--- config.mk ---
export PLATFORM = sky130hd
export DESIGN_NAME = cmh_core
export DESIGN_NICKNAME = d
export VERILOG_FILES = /design/src/design/cmh_core.v
export VERILOG_INCLUDE_DIRS = /design/src /design/src/common
export SDC_FILE = /design/constraint.sdc
export NUM_CORES = 1
export LEC_CHECK = 0
export BUFFER_PORTS_ARGS = -buffer_cell sky130_fd_sc_hd__buf_4
export CORE_ASPECT_RATIO = 0.6
export CORE_MARGIN = 5
export CORE_UTILIZATION = 57
export CTS_CLUSTER_DIAMETER = 100
export DETAILED_ROUTE_END_ITERATION = 10
export MAX_ROUTING_LAYER = met4
export PLACE_DENSITY = 0.76
export SLEW_MARGIN = 0
export SYNTH_ARGS = -nofsm -noshare
export SYNTH_HDL_FRONTEND = slang
export SYNTH_SLANG_ARGS = --single-unit
--- constraint.sdc ---
create_clock -name clk -period 3.6 [get_ports clk]
set_input_delay 1.08 -clock clk [delete_from_list [all_inputs] [get_ports clk]]
set_output_delay 1.08 -clock clk [all_outputs]
set_load 0.005 [all_outputs]
--- src/common/cmh_defs.vh ---
// register map, field positions and limits of the message handler
// assumes an 8-bit register port with byte addresses
`ifndef CMH_DEFS_VH
`define CMH_DEFS_VH

// ----------------------------------------------------------------------
// register addresses
// ----------------------------------------------------------------------
`define CMH_A_RFLG    8'h00
`define CMH_A_RIER    8'h01
`define CMH_A_TFLG    8'h02
`define CMH_A_TCR     8'h03
`define CMH_A_IDAC    8'h04
`define CMH_A_PAT0    8'h08
`define CMH_A_MSK0    8'h0C
`define CMH_RX_PAGE   4'h1
`define CMH_TX_PAGE   2'h1
`define CMH_MSG_LAST  4'hC
`define CMH_RANK_BYTE 4'hD

// ----------------------------------------------------------------------
// receive flag register bits (enable register uses the same layout)
// ----------------------------------------------------------------------
`define CMH_B_WAKE    7
`define CMH_B_RWARN   6
`define CMH_B_TWARN   5
`define CMH_B_RPASS   4
`define CMH_B_TPASS   3
`define CMH_B_BOFF    2
`define CMH_B_OVR     1
`define CMH_B_RXF     0

// ----------------------------------------------------------------------
// transmit flag / control fields, filter control fields
// ----------------------------------------------------------------------
`define CMH_TXE_LSB   0
`define CMH_ABT_LSB   4
`define CMH_MODE_LSB  4
`define CMH_FM_SINGLE 2'h0
`define CMH_FM_DUAL   2'h1
`define CMH_FM_QUAD   2'h2
`define CMH_FM_CLOSED 2'h3

// ----------------------------------------------------------------------
// error counter limits and reset values
// ----------------------------------------------------------------------
`define CMH_REC_WARN  8'h60
`define CMH_REC_PASS  8'h7F
`define CMH_TEC_WARN  9'h060
`define CMH_TEC_PASS  9'h07F
`define CMH_TEC_BOFF  9'h0FF
`define CMH_TXE_RST   3'h7
`define CMH_ZERO8     8'h00

`endif

--- src/design/cmh_core.v ---
// message handling core: transmit buffers, acceptance filter, flags
// assumes a protocol engine on clk supplying arbitration, frame
// results, received bytes and error counters; rx pin is asynchronous
//
// Design decisions made here: the register addresses and the plain strobed port.
`timescale 1ns/1ps
`include "cmh_defs.vh"

module cmh_core (
  input  wire       clk,
  input  wire       rstn,
  input  wire [7:0] reg_addr,
  input  wire [7:0] reg_wdata,
  input  wire       reg_wr,
  input  wire       reg_rd,
  output reg  [7:0] reg_rdata,
  input  wire       cpu_irq_mask,
  output wire       irq_wakeup,
  output wire       irq_error,
  output wire       irq_receive,
  output wire       irq_transmit,
  output wire       tx_pending,
  input  wire       eng_arb,
  input  wire       eng_done,
  input  wire       eng_fail,
  output reg        tx_grant,
  output reg  [1:0] tx_sel,
  input  wire [3:0] eng_tx_idx,
  output reg  [7:0] tx_byte,
  input  wire       eng_rx_wr,
  input  wire [3:0] eng_rx_idx,
  input  wire [7:0] eng_rx_data,
  input  wire       eng_rx_ok,
  input  wire       eng_rx_own,
  input  wire [7:0] rec_count,
  input  wire [8:0] tec_count,
  input  wire       sleep_mode,
  input  wire       can_rx_pin,
  input  wire       eng_dominant,
  output reg        bus_transmit_pin
);

  // ----------------------------------------------------------------------
  // storage
  // ----------------------------------------------------------------------
  reg  [7:0] txm [0:47];  // {buffer, byte}; byte 13 is the rank
  reg  [7:0] rxf_buf [0:12];
  reg  [7:0] rxb_buf [0:12];
  reg  [7:0] pat [0:3];
  reg  [7:0] msk [0:3];
  reg  [7:0] rflg;
  reg  [7:0] rier;
  reg  [2:0] tx_buffer_empty_flag;
  reg  [2:0] abort_acknowledge_flag;
  reg  [2:0] abort_request_bit;
  reg  [2:0] txeie;
  reg  [1:0] fmode;
  reg  [1:0] hit;
  reg  [1:0] bg_hit;
  reg        bg_full;
  reg        active;
  reg        rx_s1;
  reg        rx_s2;
  reg        rx_s3;
  integer    k;
  integer    k_sel;
  integer    k_flt;
  integer    k_ctl;

  // one 8-bit maskable comparison; set mask bit means don't care
  function match8;
    input [7:0] id;
    input [7:0] p;
    input [7:0] m;
    begin
      match8 = &(~(id ^ p) | m);
    end
  endfunction

  // ----------------------------------------------------------------------
  // write decode
  // ----------------------------------------------------------------------
  wire       wr_rflg = reg_wr & (reg_addr == `CMH_A_RFLG);
  wire       wr_tflg = reg_wr & (reg_addr == `CMH_A_TFLG);
  wire       wr_tcr  = reg_wr & (reg_addr == `CMH_A_TCR);
  wire       tx_area = (reg_addr[7:6] == `CMH_TX_PAGE) &
                       (reg_addr[5:4] != 2'h3) &
                       (reg_addr[3:0] <= `CMH_RANK_BYTE);
  wire       rx_area = (reg_addr[7:4] == `CMH_RX_PAGE) &
                       (reg_addr[3:0] <= `CMH_MSG_LAST);

  // ----------------------------------------------------------------------
  // buffer selection
  // ----------------------------------------------------------------------
  wire [2:0] pend = ~tx_buffer_empty_flag & ~abort_request_bit;
  reg  [1:0] best;
  reg        found;
  reg  [7:0] best_rank;

  // lowest rank wins, equal ranks go to the lower buffer
  always @* begin
    best      = 2'h0;
    found     = 1'b0;
    best_rank = 8'hFF;
    for (k_sel = 0; k_sel < 3; k_sel = k_sel + 1) begin
      if (pend[k_sel] && (!found || txm[k_sel*16+13] < best_rank)) begin
        best      = k_sel[1:0];
        best_rank = txm[k_sel*16+13];
        found     = 1'b1;
      end
    end
  end

  assign tx_pending = found & ~active;

  // grant latched at an arbitration when idle, a buffer is ready and not in sleep; a failed frame goes back to the
  // pool so the next arbitration picks again
  always @(posedge clk or negedge rstn) begin
    if (!rstn) begin
      active   <= 1'b0;
      tx_sel   <= 2'h0;
      tx_grant <= 1'b0;
    end else begin
      tx_grant <= 1'b0;
      if (active && (eng_done || eng_fail)) begin
        active <= 1'b0;
      end else if (!active && eng_arb && found && !sleep_mode) begin
        active   <= 1'b1;
        tx_sel   <= best;
        tx_grant <= 1'b1;
      end
    end
  end

  // engine reads the granted buffer a byte at a time
  always @(posedge clk or negedge rstn) begin
    if (!rstn) begin
      tx_byte <= `CMH_ZERO8;
    end else begin
      tx_byte <= txm[{tx_sel, eng_tx_idx}];
    end
  end

  // ----------------------------------------------------------------------
  // per-buffer empty, abort request and abort acknowledge
  // ----------------------------------------------------------------------
  genvar g;
  generate
    for (g = 0; g < 3; g = g + 1) begin : tx_ctl
      wire on_bus = active & (tx_sel == g);
      wire sent   = on_bus & eng_done;
      // abort waits while the frame is on the bus or in sleep
      wire abort  = abort_request_bit[g] & ~tx_buffer_empty_flag[g] & ~on_bus & ~sleep_mode;
      wire sw_go  = wr_tflg & reg_wdata[`CMH_TXE_LSB+g];
      wire sw_abt = wr_tcr & reg_wdata[`CMH_ABT_LSB+g];
      always @(posedge clk or negedge rstn) begin
        if (!rstn) begin
          tx_buffer_empty_flag[g]   <= 1'b1;
          abort_acknowledge_flag[g] <= 1'b0;
          abort_request_bit[g] <= 1'b0;
        end else begin
          // set wins over the clear in the same cycle
          if (sent || abort) begin
            tx_buffer_empty_flag[g] <= 1'b1;
          end else if (sw_go) begin
            tx_buffer_empty_flag[g] <= 1'b0;
          end
          if (abort) begin
            abort_acknowledge_flag[g] <= 1'b1;
          end else if (sent || sw_go) begin
            abort_acknowledge_flag[g] <= 1'b0;
          end
          if (sent || abort || tx_buffer_empty_flag[g]) begin
            abort_request_bit[g] <= 1'b0;
          end else if (sw_abt) begin
            abort_request_bit[g] <= 1'b1;
          end
        end
      end
    end
  endgenerate

  // ----------------------------------------------------------------------
  // acceptance filter on the background id bytes
  // ----------------------------------------------------------------------
  reg [3:0] hits;
  reg [1:0] hit_idx;

  always @* begin
    hits = 4'h0;
    k_flt = 0;
    case (fmode)
      `CMH_FM_SINGLE: begin
        hits[0] = match8(rxb_buf[0], pat[0], msk[0]) &
                  match8(rxb_buf[1], pat[1], msk[1]) &
                  match8(rxb_buf[2], pat[2], msk[2]) &
                  match8(rxb_buf[3], pat[3], msk[3]);
      end
      `CMH_FM_DUAL: begin
        hits[0] = match8(rxb_buf[0], pat[0], msk[0]) &
                  match8(rxb_buf[1], pat[1], msk[1]);
        hits[1] = match8(rxb_buf[0], pat[2], msk[2]) &
                  match8(rxb_buf[1], pat[3], msk[3]);
      end
      `CMH_FM_QUAD: begin
        for (k_flt = 0; k_flt < 4; k_flt = k_flt + 1) begin
          hits[k_flt] = match8(rxb_buf[0], pat[k_flt], msk[k_flt]);
        end
      end
      default: hits = 4'h0;
    endcase
    // lowest-numbered filter reported
    if (hits[0]) hit_idx = 2'h0;
    else if (hits[1]) hit_idx = 2'h1;
    else if (hits[2]) hit_idx = 2'h2;
    else hit_idx = 2'h3;
  end

  // own frames outside loop-back never reach the foreground
  wire accept = eng_rx_ok & ~eng_rx_own & (|hits);
  wire copy   = bg_full & ~rflg[`CMH_B_RXF] & ~sleep_mode;

  // ----------------------------------------------------------------------
  // receive buffers: background filled by engine, copied once the foreground is free
  // ----------------------------------------------------------------------
  always @(posedge clk or negedge rstn) begin
    if (!rstn) begin
      bg_full <= 1'b0;
      bg_hit  <= 2'h0;
      hit     <= 2'h0;
      for (k = 0; k < 13; k = k + 1) begin
        rxb_buf[k] <= `CMH_ZERO8;
        rxf_buf[k] <= `CMH_ZERO8;
      end
    end else begin
      // a held background frame is not overwritten
      if (eng_rx_wr && !bg_full && eng_rx_idx <= `CMH_MSG_LAST) begin
        rxb_buf[eng_rx_idx] <= eng_rx_data;
      end
      if (copy) begin
        for (k = 0; k < 13; k = k + 1) begin
          rxf_buf[k] <= rxb_buf[k];
        end
        hit     <= bg_hit;
        bg_full <= 1'b0;
      end else if (accept && !bg_full) begin
        bg_full <= 1'b1;
        bg_hit  <= hit_idx;
      end
    end
  end

  // ----------------------------------------------------------------------
  // receive line sync and wakeup activity
  // ----------------------------------------------------------------------
  always @(posedge clk or negedge rstn) begin
    if (!rstn) begin
      rx_s1 <= 1'b1;
      rx_s2 <= 1'b1;
      rx_s3 <= 1'b1;
    end else begin
      rx_s1 <= can_rx_pin;
      rx_s2 <= rx_s1;
      rx_s3 <= rx_s2;
    end
  end

  // a falling edge means a dominant bit started on the bus
  wire rx_activity = rx_s3 & ~rx_s2;

  // ----------------------------------------------------------------------
  // receive and error flags
  // ----------------------------------------------------------------------
  wire [7:0] cond;
  assign cond[`CMH_B_WAKE]  = sleep_mode & rx_activity;
  assign cond[`CMH_B_RWARN] = rec_count >= `CMH_REC_WARN;
  assign cond[`CMH_B_TWARN] = tec_count >= `CMH_TEC_WARN;
  assign cond[`CMH_B_RPASS] = rec_count > `CMH_REC_PASS;
  assign cond[`CMH_B_TPASS] = tec_count > `CMH_TEC_PASS;
  assign cond[`CMH_B_BOFF]  = tec_count > `CMH_TEC_BOFF;
  assign cond[`CMH_B_OVR]   = accept & bg_full & ~copy;
  assign cond[`CMH_B_RXF]   = copy;

  wire [7:0] w1c = wr_rflg ? reg_wdata : `CMH_ZERO8;

  // a standing cause keeps its flag set against a write of 1
  always @(posedge clk or negedge rstn) begin
    if (!rstn) begin
      rflg <= `CMH_ZERO8;
    end else begin
      rflg <= cond | (rflg & ~w1c);
    end
  end

  // ----------------------------------------------------------------------
  // control registers
  // ----------------------------------------------------------------------
  always @(posedge clk or negedge rstn) begin
    if (!rstn) begin
      rier  <= `CMH_ZERO8;
      txeie <= 3'h0;
      fmode <= `CMH_FM_SINGLE;
      for (k_ctl = 0; k_ctl < 4; k_ctl = k_ctl + 1) begin
        pat[k_ctl] <= `CMH_ZERO8;
        msk[k_ctl] <= `CMH_ZERO8;
      end
      for (k_ctl = 0; k_ctl < 48; k_ctl = k_ctl + 1) begin
        txm[k_ctl] <= `CMH_ZERO8;
      end
    end else if (reg_wr) begin
      if (reg_addr == `CMH_A_RIER) rier <= reg_wdata;
      if (reg_addr == `CMH_A_TCR) txeie <= reg_wdata[2:0];
      if (reg_addr == `CMH_A_IDAC) fmode <= reg_wdata[5:4];
      if (reg_addr[7:2] == `CMH_A_PAT0 >> 2) begin
        pat[reg_addr[1:0]] <= reg_wdata;
      end
      if (reg_addr[7:2] == `CMH_A_MSK0 >> 2) begin
        msk[reg_addr[1:0]] <= reg_wdata;
      end
      if (tx_area) txm[reg_addr[5:0]] <= reg_wdata;
    end
  end

  // ----------------------------------------------------------------------
  // read port: data stands in the cycle after the strobe
  // ----------------------------------------------------------------------
  always @(posedge clk or negedge rstn) begin
    if (!rstn) begin
      reg_rdata <= `CMH_ZERO8;
    end else if (reg_rd) begin
      if (tx_area) reg_rdata <= txm[reg_addr[5:0]];
      else if (rx_area) reg_rdata <= rxf_buf[reg_addr[3:0]];
      else if (reg_addr[7:2] == `CMH_A_PAT0 >> 2)
        reg_rdata <= pat[reg_addr[1:0]];
      else if (reg_addr[7:2] == `CMH_A_MSK0 >> 2)
        reg_rdata <= msk[reg_addr[1:0]];
      else begin
        case (reg_addr)
          `CMH_A_RFLG: reg_rdata <= rflg;
          `CMH_A_RIER: reg_rdata <= rier;
          `CMH_A_TFLG: reg_rdata <= {1'b0, abort_acknowledge_flag, 1'b0, tx_buffer_empty_flag};
          `CMH_A_TCR:  reg_rdata <= {1'b0, abort_request_bit, 1'b0, txeie};
          `CMH_A_IDAC: reg_rdata <= {2'h0, fmode, 2'h0, hit};
          default:     reg_rdata <= `CMH_ZERO8;
        endcase
      end
    end else begin
      reg_rdata <= `CMH_ZERO8;
    end
  end

  // ----------------------------------------------------------------------
  // interrupt lines: level while any enabled flag stands and cpu_irq_mask is low
  // ----------------------------------------------------------------------
  wire [7:0] ren = rflg & rier;
  assign irq_wakeup   = ~cpu_irq_mask & ren[`CMH_B_WAKE];
  assign irq_error    = ~cpu_irq_mask & (|ren[6:1]);
  assign irq_receive  = ~cpu_irq_mask & ren[`CMH_B_RXF];
  assign irq_transmit = ~cpu_irq_mask & (|(tx_buffer_empty_flag & txeie));

  // ----------------------------------------------------------------------
  // transmit pin, held recessive during sleep
  // ----------------------------------------------------------------------
  always @(posedge clk or negedge rstn) begin
    if (!rstn) begin
      bus_transmit_pin <= 1'b1;
    end else begin
      bus_transmit_pin <= sleep_mode | ~eng_dominant;
    end
  end

endmodule

==> Word-level counts from Yosys, hierarchy flattened <==
Index checks and enable logic that the tools add are counted.
{ "totals": {"word_cells": 366, "reg_bits": 715, "input_bits": 63, "output_inout_bits": 25} }
{ "classes": {"eq_ne": 13, "n_reduce_logical": 62, "n_lt_le_gt_ge": 18, "mux": 69, "bitwise": 97} }
{ "op_table": {"columns": ["cell", "count"], "rows": [
  ["$bwmux 384", 1],
  ["$mux 8", 21],
  ["$bwmux 104", 1],
  ["$bmux 8 s6", 2],
  ["$not 8->8", 9],
  ["$or 8x8->8", 9],
  ["$bwmux 32", 2],
  ["$reduce_and 8->1", 8],
  ["$xor 8x8->8", 8],
  ["$demux 8 s6", 1],
  ["$and 1x1->1", 44],
  ["$pmux 8 s5", 1],
  ["$bmux 8 s2", 2],
  ["$bmux 8 s4", 1],
  ["$demux 8 s4", 1],
  ["$mux 1", 29],
  ["$reduce_bool 2->1", 11],
  ["$and 8x8->8", 2],
  ["$demux 8 s2", 1],
  ["$eq 8x2->1 const B", 2],
  ["$lt 8x8->1", 2],
  ["$reduce_and 2->1", 8],
  ["$not 1->1", 15],
  ["$ge 7x7->1 const B", 2],
  ["other kinds (35)", 76]
]} }

==> Longest topological paths before layout <==
{ "logic_depth": {"depth_word": 15, "mapped_depth": 18, "ltp_nobuf": 16} }

==> Worst setup path before layout <==
OpenSTA, ideal clock, no wires.
{ "synth_path": {"path_kind": "reg2reg", "startpoint": "register tx_buffer_empty_flag[0]", "endpoint": "register tx_sel[0]", "period_less_slack_ns": 3.691, "required_time_ns": 3.517, "stages_incl_launch_ff": 19, "path_slack_ns": -0.091, "n_path_buf": 2, "t_arrival_ns": 3.608, "setup_ns": 0.083, "cell_sequence": "dfstp_2 or2_2 clkbuf_1 nor2_1 ha_1 a211o_1 a21oi_1 o21ai_0 a31o_2 clkbuf_1 nand2_1 o21ai_0 ha_1 nand2_1 o21ai_0 nor3_1 a2111oi_0 a22oi_1 o22ai_1"} }
{ "synth_between": {"elab_chain_cells": 14, "elab_cells_between_ends": 20, "cone_classes": "order compare (2); mux (7); bitwise (2); reduce/logical (9)"} }
{ "synth_lines": {"columns": ["element", "line_no", "text"], "rows": [
  ["from (decl)", "cmh_core.v:53", "reg [2:0] tx_buffer_empty_flag;"],
  ["from (signal, indexed assignment)", "cmh_core.v:158", "tx_buffer_empty_flag[g] <= 1'b1;"],
  ["from (signal, indexed assignment)", "cmh_core.v:164", "tx_buffer_empty_flag[g] <= 1'b1;"],
  ["from (signal, indexed assignment)", "cmh_core.v:166", "tx_buffer_empty_flag[g] <= 1'b0;"],
  ["$not 3->3 *", "cmh_core.v:95", "wire [2:0] pend = ~tx_buffer_empty_flag & ~abort_request_bit;"],
  ["$and 3x3->3 *", "cmh_core.v:95", null],
  ["$mux 8 or $mux 1 (tied branches)", "cmh_core.v:106", "if (pend[k_sel] && (!found || txm[k_sel*16+13] < best_rank)) begin"],
  ["$lt 8x8->1 or $logic_not 1->1 (tied branches)", "cmh_core.v:106", null],
  ["$logic_or 1x1->1", "cmh_core.v:106", null],
  ["$logic_and 1x1->1", "cmh_core.v:106", null],
  ["$mux 8 or $mux 1 (tied branches)", "cmh_core.v:106", null],
  ["$lt 8x8->1 or $logic_not 1->1 (tied branches)", "cmh_core.v:106", null],
  ["$logic_or 1x1->1", "cmh_core.v:106", null],
  ["$logic_and 1x1->1", "cmh_core.v:106", null],
  ["$mux 1", "cmh_core.v:106", null],
  ["$logic_and 1x1->1 (2 in a row)", "cmh_core.v:127", "end else if (!active && eng_arb && found && !sleep_mode) begin"],
  ["$reduce_and 2->1 (no source line)", null, null],
  ["to (signal assigned)", "cmh_core.v:129", "tx_sel <= best;"],
  ["to (decl)", "cmh_core.v:27", "output reg [1:0] tx_sel,"]
]} }
Every way passes the cells marked *; elsewhere a longest branch is shown, timed or not.
A chain may end at the register's enable or synchronous reset.

==> Worst setup path in the final report <==
Same ends and word-level chain as after synthesis.

==> flow_summary.json <==
{
  "worstPathMaxFanout": 6,
  "whs_ns": 0.366,
  "cts_buffer_depth": 3,
  "hold_path.startpoint": "rx_s2",
  "status": "finished clean",
  "fin_skew_ns": 0.0312,
  "final_cell_area_um2": 40900,
  "slowest_delay_ns": 0.54,
  "grt_pass1_vias": 24700,
  "startpoint": "tx_buffer_empty_flag[0]",
  "cts_root_buf": "clkbuf_16",
  "dieArea_um2": 68600,
  "crit_chain": "or2_4 -> buf_6 -> nor2_1 -> ha_2 -> a211o_1 -> a21oi_2 -> o21ai_2 -> a31o_2 -> buf_4 -> nand2_1 -> o21ai_1 -> ha_1 -> buf_4 -> nand4_1 -> a21oi_2 -> nor3_1 -> a2111oi_2 -> a22oi_2 -> o22ai_1",
  "nNetsFinal": 2791,
  "slowest_stage": "dfstp_2",
  "syn_to_final_growth_pct": 13.3,
  "vdd_drop_max_v": 0.000468,
  "drt-vias-per-instance": 6.71,
  "rows": 71,
  "syn_inst": 2610,
  "setup_viol": 0,
  "path_class": "reg -> reg",
  "vias": 24200,
  "synth_area_um2": 36100,
  "postCtsHoldBufs": 0,
  "yosysSeqAreaShare_pct": 49.6,
  "cap_violations": 0,
  "p_per_area_nw_per_um2": 543,
  "ys_seq_elements": 715,
  "drc": 0,
  "die_w_um": 335,
  "h-tree-depth": 3,
  "end_kind": "flip-flop",
  "portBuffers": 77,
  "ys.flop_type": "dfrtp_1",
  "ys_types": 72,
  "final_max_slew_viol_count": 0,
  "cp.arrival_ns": 4.00,
  "gp_congestion": 0.987,
  "initial_core_util_pct": 57.6,
  "period_needed_ns": 3.44,
  "synth-edff-count": 0,
  "dp_slack_ns": -0.0793,
  "final_cell_mix": "708 x dfrtp_1, 515 x mux2_2, 384 x nand2_1",
  "syn-num-nets": 2691,
  "setup_tns_ns": 0,
  "grt_usage_pct": 33.8,
  "async_flop_share_pct": 100,
  "drive_gt1_share_pct": 45.3,
  "yosysWarningCount": 0,
  "p_leak_nw": 18.8,
  "hpwl_um": 77100,
  "fin_crit_sh_pct": 95.6,
  "clkTransAtPathRegs_ns": 0.07,
  "grt_overflow": 0,
  "required_ns": 4.16,
  "start_kind": "flip-flop",
  "drtIter0Drc": 3234,
  "rr_startpoint": "tx_buffer_empty_flag[0]",
  "cts.sinks": 715,
  "total_power_mw": 22.2,
  "finalHoldViolations": 0,
  "synth_area_per_cell_um2": 13.8,
  "slew_headroom_pct": 40.6,
  "wirelength_um": 110000,
  "drt_first_pass_iters": 5,
  "fin_ws_ns": 0.160,
  "insertion_delay_ns": 0.64,
  "ios": 88,
  "grt_max_degree": 120,
  "cts_tree": "done",
  "final_antenna_net_count": 0,
  "final_cell_count_no_fill": 3606,
  "hp-class": "reg -> reg",
  "dpl_cell_area_um2": 38400,
  "antenna_found_initial": 5,
  "finish.utilization_pct": 65.3,
  "core_area_um2": 62600,
  "final_common_cell": "dfrtp_1",
  "worst_slew_pin_slew_ns": 0.891,
  "die_h_um": 205,
  "cts_buffers": 69,
  "place_inst": 3474,
  "wl_per_cell_um": 30.6,
  "max_freq_ghz": 0.291,
  "grt_pass1_wl_um": 166000
}
[where the power goes]
part	switching [mW]	leakage [nW]	internal, mW
clock	3.30	1.20	4.64
combinational	2.07	7.97	1.98
sequential	0.981	9.64	9.22
total	6.35	18.8	15.8
[routing by layer]
layer,global-route usage [%],part of all wire [%]
met5,-,0
met3,13.2,14
met2,43.3,41
met1,51.2,43
met4,7.32,2.2
[Yosys cell counts, types with 3 or more instances]
library cell,instances,area share (%)
dfrtp_1,708,49
mux2_2,515,16
nand2_1,385,4.0
mux4_2,273,17
clkbuf_1,156,1.6
xnor2_1,64,1.6
buf_2,41,0.57
nor2_2,37,0.64
nor2_1,36,0.37
o22ai_1,36,0.62
a21oi_1,30,0.42
o21ai_0,30,0.42
ha_1,18,0.62
inv_1,16,0.17
nor2_4,15,0.47
nor3_1,15,0.21
mux2i_1,14,0.39
mux4_1,14,1.0
a31oi_1,12,0.21
buf_4,12,0.25
nor2b_1,12,0.21
a22oi_1,11,0.23
nand2b_1,11,0.19
nand3_1,11,0.15
buf_1,10,0.10
a21o_1,9,0.19
a22o_1,9,0.22
buf_6,8,0.25
and2_1,7,0.12
dfstp_2,7,0.51
nor4_1,7,0.12
and3_1,6,0.10
a211oi_1,4,0.083
mux2_1,4,0.12
nand4_1,4,0.069
nor3b_1,4,0.083
or2_2,4,0.069
or3_1,4,0.069
a211o_1,3,0.073
nand2_2,3,0.052
o211ai_1,3,0.062
o221ai_1,3,0.073
[sequential cells by signal, indices dropped and copies added (netlist names), 2 cells and up]
name / cells
msk: 32
abort_acknowledge_flag: 3
fmode: 2
txeie: 3
tx_buffer_empty_flag: 3
txm: 384
pat: 32
rxb_buf: 104
hit: 2
tx_sel: 2
abort_request_bit: 3
rier: 8
bg_hit: 2
tx_byte: 8
reg_rdata: 8
rxf_buf: 104
rflg: 8
[path summary, 6_finish.rpt]
path / endpoint / slack (ns) / cells after the start
worst min-delay path: rx_s3 / 0.37 / 0
max in group asynchronous: txm[314] / 2.16 / 2
worst max-delay path: tx_sel[0] / 0.16 / 19
min in group asynchronous: pat[8] / 0.40 / 1
worst min register to register: rx_s3 / 0.37 / 0
worst max register to register: tx_sel[0] / 0.16 / 19
[what timing repair did]
item	in CTS	in global routing
resized for setup	4	16
endpoints found under the hold margin	0	0
gates cloned	0	0
setup buffers	4	0
endpoints found under the setup margin	1	2
pin swaps	1	5
[area by class of cell]
class                   instances  area [µm²]
diodes                          3        7.51
clock buffers                  93        2000
clock inverters                32         440
fillers                      4396       21700
inverters                      16        60.1
multi-input cells            1650       17100
flip-flops and latches        715       17900
well taps                     839        1050
repair buffers                258        2300
[cells by family (layout without fill, tap and decap cells)]
logic type | count (synthesis) | in the layout | synth area share, %
compound gates | 173 | 173 | 3.17
xor+xnor | 64 | 64 | 1.55
fa+ha+maj | 18 | 18 | 0.624
buf+inv | 245 | 399 | 3.07
flops | 715 | 715 | 49.6
mux | 820 | 820 | 34.7
other cells | 0 | 3 | 0
simple gates | 575 | 575 | 7.31
[critical path, delay by kind of cell (launching register included)]
family / cells / cell delay, ns
adders and majority gates: 2 / 0.53
DFF: 1 / 0.54
and+or+nand+nor: 5 / 0.43
AOI/OAI and AO/OA: 9 / 1.48
buffers and inverters: 3 / 0.38
No activity file was read; power rests on OpenSTA's default activity.
